==> config.mk <==
export PLATFORM = sky130hd
export DESIGN_NAME = ascp_port
export DESIGN_NICKNAME = d
export VERILOG_FILES = /design/src/ascp_port.v
export VERILOG_INCLUDE_DIRS = /design/src
export SDC_FILE = /design/constraint.sdc
export NUM_CORES = 1
export LEC_CHECK = 0
export BUFFER_PORTS_ARGS = -buffer_cell sky130_fd_sc_hd__buf_4
export CAP_MARGIN = 40
export CELL_PAD_IN_SITES_DETAIL_PLACEMENT = 0
export CELL_PAD_IN_SITES_GLOBAL_PLACEMENT = 1
export CORE_MARGIN = 5
export CORE_UTILIZATION = 42
export CTS_BUF_LIST = sky130_fd_sc_hd__clkbuf_4
export CTS_CLUSTER_SIZE = 40
export DETAILED_ROUTE_END_ITERATION = 8
export GPL_TIMING_DRIVEN = 0
export PLACE_DENSITY_LB_ADDON = 0.1
export SLEW_MARGIN = 20
export SYNTH_ARGS = -nofsm -noshare
export SYNTH_HDL_FRONTEND = slang
export SYNTH_SLANG_ARGS = --single-unit
==> constraint.sdc <==
create_clock -name clk -period 2.1 [get_ports clk]
set_clock_uncertainty 0.2 [all_clocks]
set_input_delay 0.105 -clock clk [delete_from_list [all_inputs] [get_ports clk]]
set_output_delay 0.105 -clock clk [all_outputs]
set_load 0.01 [all_outputs]
==> src/ascp_consts.vh <==
// Constants for the serial conversion port
`ifndef ASCP_CONSTS_VH
`define ASCP_CONSTS_VH

// Frame layout
`define ASCP_RES_W        12
`define ASCP_LEAD_ZEROS   4
`define ASCP_FRAME_BITS   16
`define ASCP_CTRL_W       8
`define ASCP_CNT_W        5
`define ASCP_CNT_ZERO     5'h00
`define ASCP_CNT_FRAME    5'h10
`define ASCP_CNT_CTRL     5'h08
`define ASCP_CNT_ONE      5'h01
// Half-period figures: conversion 14.5 periods, acquisition 1.5 periods
`define ASCP_CONV_HALVES  29
`define ASCP_ACQ_HALVES   3
// Same end points as counter-width values
`define ASCP_HALF_ACQ     6'h03
`define ASCP_HALF_SMP     6'h20
// Bit positions inside the control word, and register reset values
`define ASCP_BIT_IGNORED  7
`define ASCP_BIT_ZERO     6
`define ASCP_CTRL_RST     8'h00
`define ASCP_RES_RST      12'h000
// Power-up time in microseconds and system clock rate
`define ASCP_PWRUP_US     5
`define ASCP_CLK_MHZ      10

`endif

==> src/ascp_port.v <==
// Serial port and conversion sequencing of a 12-bit sampling converter
`timescale 1ns/10ps
`default_nettype none
`include "ascp_consts.vh"

module ascp_port (
  input  wire        clk,
  input  wire        sys_rst,
  input  wire        frame_sel_n,   // Active-low frame select pin
  input  wire        sclk,          // Serial clock pin
  input  wire        sdi,           // Serial data in pin
  input  wire [11:0] sample_data,   // Analog core result
  output reg         sdo_o,         // Serial data out value
  output wire        sdo_oe,        // Serial data out enable
  output reg  [7:0]  ctrl_word,     // Control register contents
  output reg         powered_up,    // Converter awake
  output reg         converting,    // Hold phase active
  output reg         result_valid,  // One-cycle pulse at conversion end
  output reg         wake_settled   // Power-up interval elapsed
);

  localparam integer PWRUP_CYC = `ASCP_PWRUP_US * `ASCP_CLK_MHZ;
  localparam [7:0]   PWRUP_MAX = PWRUP_CYC[7:0];

  // ----------------------------------------------------------------
  // Timing notes
  // ----------------------------------------------------------------
  // Every pin passes two flops; frame select and serial clock pass one more for the edge compare.
  // Pin events therefore act three system clocks after they happen.
  // The serial clock must stay well below the system clock rate,
  // so that each high and each low phase spans several clk cycles.
  // A serial clock phase shorter than one clk period may be lost.
  // The output bit changes a few clk cycles after a serial fall,
  // leaving the host the whole high-going half period to sample.
  // The analog result is taken once, when the frame start is seen.
  // Control bits arrive most significant first on serial rises.
  // Bits after the eighth rise are shifted nowhere and dropped.
  // Power-up timing counts in clk cycles from the wake request.

  // ----------------------------------------------------------------
  // Decode helpers
  // ----------------------------------------------------------------
  // Edge of a synchronised level: prev and now, rising or falling
  function ascp_edge;
    input prev;
    input now;
    input rising;
    begin
      ascp_edge = rising ? (~prev & now) : (prev & ~now);
    end
  endfunction

  // ----------------------------------------------------------------
  // Input synchronisers
  // ----------------------------------------------------------------
  reg [1:0] cs_sync_r;
  reg [1:0] sclk_sync_r;
  reg [1:0] sdi_sync_r;
  reg       cs_d_r;
  reg       sclk_d_r;

  // Two flops on each pin
  always @(posedge clk) begin
    if (sys_rst) begin
      cs_sync_r   <= 2'h3;
      sclk_sync_r <= 2'h0;
      sdi_sync_r  <= 2'h0;
      cs_d_r      <= 1'h1;
      sclk_d_r    <= 1'h0;
    end else begin
      cs_sync_r   <= {cs_sync_r[0], frame_sel_n};
      sclk_sync_r <= {sclk_sync_r[0], sclk};
      sdi_sync_r  <= {sdi_sync_r[0], sdi};
      cs_d_r      <= cs_sync_r[1];
      sclk_d_r    <= sclk_sync_r[1];
    end
  end

  // Level and edges of the synchronised pins
  wire cs_low   = ~cs_sync_r[1];
  wire cs_fall  = ascp_edge(cs_d_r, cs_sync_r[1], 1'b0);
  wire cs_rise  = ascp_edge(cs_d_r, cs_sync_r[1], 1'b1);
  wire sc_rise  = ascp_edge(sclk_d_r, sclk_sync_r[1], 1'b1);
  wire sc_fall  = ascp_edge(sclk_d_r, sclk_sync_r[1], 1'b0);
  // Any serial clock edge, for the half-period count
  wire sc_any   = sc_rise | sc_fall;

  // ----------------------------------------------------------------
  // Frame sequencing
  // ----------------------------------------------------------------
  reg [4:0]  rise_cnt_r;
  reg [4:0]  fall_cnt_r;
  reg [5:0]  half_cnt_r;
  reg [7:0]  ctrl_shift_r;
  reg [15:0] out_shift_r;
  reg [7:0]  pwr_cnt_r;
  reg        active_r;

  wire [15:0] frame_word = {{`ASCP_LEAD_ZEROS{1'b0}}, sample_data};
  // Acquisition end and full sample end, in serial half periods
  wire [5:0]  acq_end    = `ASCP_HALF_ACQ;
  wire [5:0]  smp_end    = `ASCP_HALF_SMP;

  // Output enable follows frame select only
  assign sdo_oe = active_r;

  // Sequencer clocked by sampled serial clock edges
  always @(posedge clk) begin
    if (sys_rst) begin
      rise_cnt_r   <= `ASCP_CNT_ZERO;
      fall_cnt_r   <= `ASCP_CNT_ZERO;
      half_cnt_r   <= 6'h00;
      ctrl_shift_r <= `ASCP_CTRL_RST;
      ctrl_word    <= `ASCP_CTRL_RST;
      out_shift_r  <= 16'h0000;
      sdo_o        <= 1'h0;
      active_r     <= 1'h0;
      converting   <= 1'h0;
      result_valid <= 1'h0;
    end else begin
      result_valid <= 1'h0;
      if (cs_fall) begin
        active_r    <= 1'h1;
        rise_cnt_r  <= `ASCP_CNT_ZERO;
        fall_cnt_r  <= `ASCP_CNT_ZERO;
        half_cnt_r  <= 6'h00;
        out_shift_r <= {frame_word[14:0], 1'b0};
        sdo_o       <= frame_word[15];  // Leading zero presented at frame start
      end else if (cs_rise) begin
        active_r   <= 1'h0;
        converting <= 1'h0;
        sdo_o      <= 1'h0;
      end else if (active_r) begin
        // Half-period count times acquisition and conversion
        if (sc_any && half_cnt_r != smp_end)
          half_cnt_r <= half_cnt_r + 6'h01;
        if (sc_any && half_cnt_r == acq_end - 6'h01)
          converting <= 1'h1;
        if (sc_any && half_cnt_r == smp_end - 6'h01) begin
          converting   <= 1'h0;
          result_valid <= 1'h1;
        end
        // Input capture, first eight bits only
        if (sc_rise && rise_cnt_r != `ASCP_CNT_FRAME) begin
          rise_cnt_r <= rise_cnt_r + `ASCP_CNT_ONE;
          if (rise_cnt_r < `ASCP_CNT_CTRL)
            ctrl_shift_r <= {ctrl_shift_r[6:0], sdi_sync_r[1]};
          if (rise_cnt_r == `ASCP_CNT_CTRL - `ASCP_CNT_ONE)
            ctrl_word <= {ctrl_shift_r[6:0], sdi_sync_r[1]};
        end
        // Output shift after falling edges, MSB first
        if (sc_fall && fall_cnt_r != `ASCP_CNT_FRAME) begin
          fall_cnt_r  <= fall_cnt_r + `ASCP_CNT_ONE;
          sdo_o       <= out_shift_r[15];
          out_shift_r <= {out_shift_r[14:0], 1'b0};
        end
      end
    end
  end

  // ----------------------------------------------------------------
  // Power management
  // ----------------------------------------------------------------
  // Bit 7 ignored, bit 6 assumed zero; default mode sleeps with select high
  wire pm_default = (ctrl_word[1:0] == 2'h0);
  // Wake request: selected, or any mode other than the default
  wire awake_req  = cs_low | ~pm_default;

  // Awake while selected, or always outside the default mode
  // Settle count restarts on every sleep, so each wake waits again
  always @(posedge clk) begin
    if (sys_rst) begin
      powered_up   <= 1'h0;
      pwr_cnt_r    <= 8'h00;
      wake_settled <= 1'h0;
    end else begin
      powered_up <= awake_req;
      if (!awake_req) begin
        pwr_cnt_r    <= 8'h00;
        wake_settled <= 1'h0;
      end else if (pwr_cnt_r != PWRUP_MAX) begin
        pwr_cnt_r <= pwr_cnt_r + 8'h01;
      end else begin
        wake_settled <= 1'h1;
      end
    end
  end

endmodule // ascp_port
`default_nettype wire

==> out/results.ini <==
[timing]
rsz0062_at_grt = false
fmax_mhz = 503.0
finalHoldViolCount = 0
slew_headroom_pct = 60.65
fin_setup_tns_ns = 0
worstMarginPinSlew_ns = 0.5903
fin_crit_ns = 1.988
finalHoldWorstSlack_ns = 0.02329
fin_crit_sh_pct = 94.68
setup_viol = 0
maxSlewViolCount = 0

[yosys]
synthAdderAreaFrac_pct = 5.208
syn_area_per_cell_um2 = 9.132
synthMuxAreaShare_pct = 6.731
synth-simple-area-share_pct = 21.23
syn-instance-count = 342
synth_cell_types = 41
ys_ff_latch = 68
synth_top_family_by_area = simple AND/OR/NAND/NOR gates
syn_area_um2 = 3123
ys_seq_area_share_pct = 43.59
ys_warn_count = 0
synth_xor_area_share_pct = 0.8413
synth_compound_area_share_pct = 17.15
syn_nets = 372

[routing]
drtIter0Drc = 79
wirelength_um = 6753
wl_per_cell_um = 13.37
ant_nets = 0
drc_errors = 0
vias = 2644
drt_first_pass_iters = 4
via_per_inst = 5.236

[power]
p_per_area_nw_per_um2 = 597.4
p_leak_nw = 1.350
peakVddDrop_uv = 352.6

[clock_tree]
clk_transition_reported_paths_ns = 0.11
htreeDepth = 3
clk_latency_ns = 0.40
clockRootBuffer = clkbuf_4
clk_path_buf_depth = 2
cts_buffers = 9
cts_sinks = 68
cts_tree = built

[finish]
layout.nets = 431
antenna_cells = 0
final_cells = 505
area_growth_pct = 22.24
layout-drive-gt1-share_pct = 16.01

[place]
portBuffers = 30
dp.cells = 471
hpwl_um = 4638
place_congestion = 0.7553

[floorplan]
initial_core_util_pct = 43.06
fp-row-count = 31
io_pins = 31
dieArea_um2 = 9260
die_h_um = 96.23
core_area_um2 = 7253
die_x_um = 96.23

[run_status]
outcome = complete, no violations

[global_routing]
grt_pass1_wl_um = 11650
grt_max_degree = 12
grt-ovfl-total = 0
antenna_found_initial = 0
grt_pass1_vias = 2526
grt_usage_pct = 15.98

[setup_path]
worstPathRequired_ns = 2.24
arrival_ns = 2.13
path_class = register to register
cp-start-kind = register
crit_fanout = 5
end_kind = register

[flow_run]
drv_cap = 0

[worst_hold_path]
min_path_type = input pin to register

final cells by class:
type,count,area [um2]
fill,751,3436
multi-input combinational,235,1610
sequential,68,1364
timing repair buffer,51,437.9
tap,99,123.9
buffer,19,92.59
clock buffer,9,67.56
inverter,17,63.81
clock inverter,7,57.56
cells in the final DEF, fill, tap and decap left out, types with 8 or more instances in the layout:
master	n
dfxtp_1	66
buf_4	33
a21oi_1	27
a211oi_1	26
nand3_1	22
o21ai_1	22
mux2i_1	21
nand2b_1	18
dlygate4sd3_1	17
inv_1	15
nand2_1	14
ha_1	12
or3_1	10
clkbuf_4	9
buf_2	8
routing by layer:
layer  GRT usage (%)  up-vias  share of wire (%)
li1                -     1351                  -
met1           20.25     1248                 48
met2           25.93       38                 46
met3           4.378        7                4.1
met4           5.687        0                1.3
met5               0        -                  0
repair_timing:
item,in CTS,in global routing
hold buffers,17,0
pin swaps,1,1
endpoints found under the setup margin,18,27
buffers inserted,2,2
endpoints found under the hold margin,15,0
gates resized for setup,1,7
Yosys cell counts:
master | n | area [um2]
mux2i_1 | 21 | 210.2
nand2_1 | 14 | 52.55
nor4bb_1 | 3 | 30.03
a311o_1 | 1 | 10.01
a21o_1 | 1 | 7.510
a41o_1 | 1 | 10.01
nor3_4 | 1 | 16.27
a211oi_1 | 26 | 195.2
o21a_1 | 1 | 7.510
a31oi_1 | 2 | 12.51
nor2_1 | 7 | 26.28
nor3_1 | 5 | 25.02
or3b_4 | 1 | 11.26
ha_1 | 13 | 162.7
o211ai_1 | 1 | 7.510
dfxtp_1 | 68 | 1361
inv_1 | 15 | 56.30
or4_1 | 3 | 22.52
o21ai_1 | 22 | 110.1
and3_1 | 1 | 6.260
nor4b_1 | 1 | 8.760
or2_1 | 4 | 25.02
and3b_1 | 2 | 17.52
o21ai_0 | 5 | 25.02
nand4_1 | 2 | 12.51
nor3b_1 | 2 | 15.01
buf_6 | 1 | 11.26
buf_2 | 8 | 40.04
or3_1 | 10 | 62.56
xor2_1 | 1 | 8.760
nand3b_1 | 2 | 15.01
xnor2_1 | 2 | 17.52
nand4bb_1 | 4 | 45.04
nand4b_1 | 2 | 17.52
nand3_1 | 22 | 110.1
o31ai_1 | 2 | 15.01
inv_2 | 2 | 7.510
nand2b_1 | 18 | 112.6
clkbuf_1 | 13 | 48.80
nor2b_1 | 5 | 31.28
a21oi_1 | 27 | 135.1
where the power goes:
group          switching (mW)  total, mW  internal, mW  leakage, nW
combinational          0.0768      0.162        0.0850        0.734
sequential             0.0109       1.32          1.31        0.550
clock                   0.453      0.799         0.345       0.0659
worst max-delay path, stage by stage (launching register included):
cell and delay (ns):
dfxtp_1 0.35, inv_1 0.09, ha_4 0.27, or3b_4 0.42, or4_1 0.47, a21oi_1 0.14
final timing paths:
check	start	slack (ns)	cells past startpoint	endpoint
hold reg to reg	cs_sync_r[0]	0.22	1	cs_sync_r[1]
setup / recovery	sclk_sync_r[1]	0.11	5	half_cnt_r[3]
hold / removal	sys_rst	0.02	3	sclk_sync_r[1]
setup reg to reg	sclk_sync_r[1]	0.11	5	half_cnt_r[3]
kinds of logic (layout without fill, tap and decap cells):
logic type	Yosys count	in the layout
xor+xnor	3	3
fa+ha+maj	13	13
compound gates	89	89
mux	21	21
flops	68	68
buf+inv	39	103
simple gates	109	109
registers in the layout, indices dropped and copies added, names as in the netlist, 2 cells and up:
name	count
out_shift_r	15
ctrl_word	8
pwr_cnt_r	8
ctrl_shift_r	7
half_cnt_r	6
fall_cnt_r	5
rise_cnt_r	5
cs_sync_r	2
sclk_sync_r	2
sdi_sync_r	2
stage by stage:
| stage | power (mW) | setup slack (ns) | cell area [um2] | utilization [%] |
|---|---|---|---|---|
| 5_1_grt | 2.400 | 0.005750 | 3817 | 52.63 |
| 3_5_place_dp | 1.484 | -0.1020 | 3472 | 47.87 |
| 3_3_place_gp | 1.483 | -0.05615 | 3472 | 47.87 |
| 6_report | 2.281 | 0.1118 | 3817 | 52.63 |
| 4_1_cts | 2.313 | 0.01935 | 3796 | 52.34 |
| 2_1_floorplan | 1.432 | 0.1539 | 3123 | - |
Power figures use the tool's default switching activity.
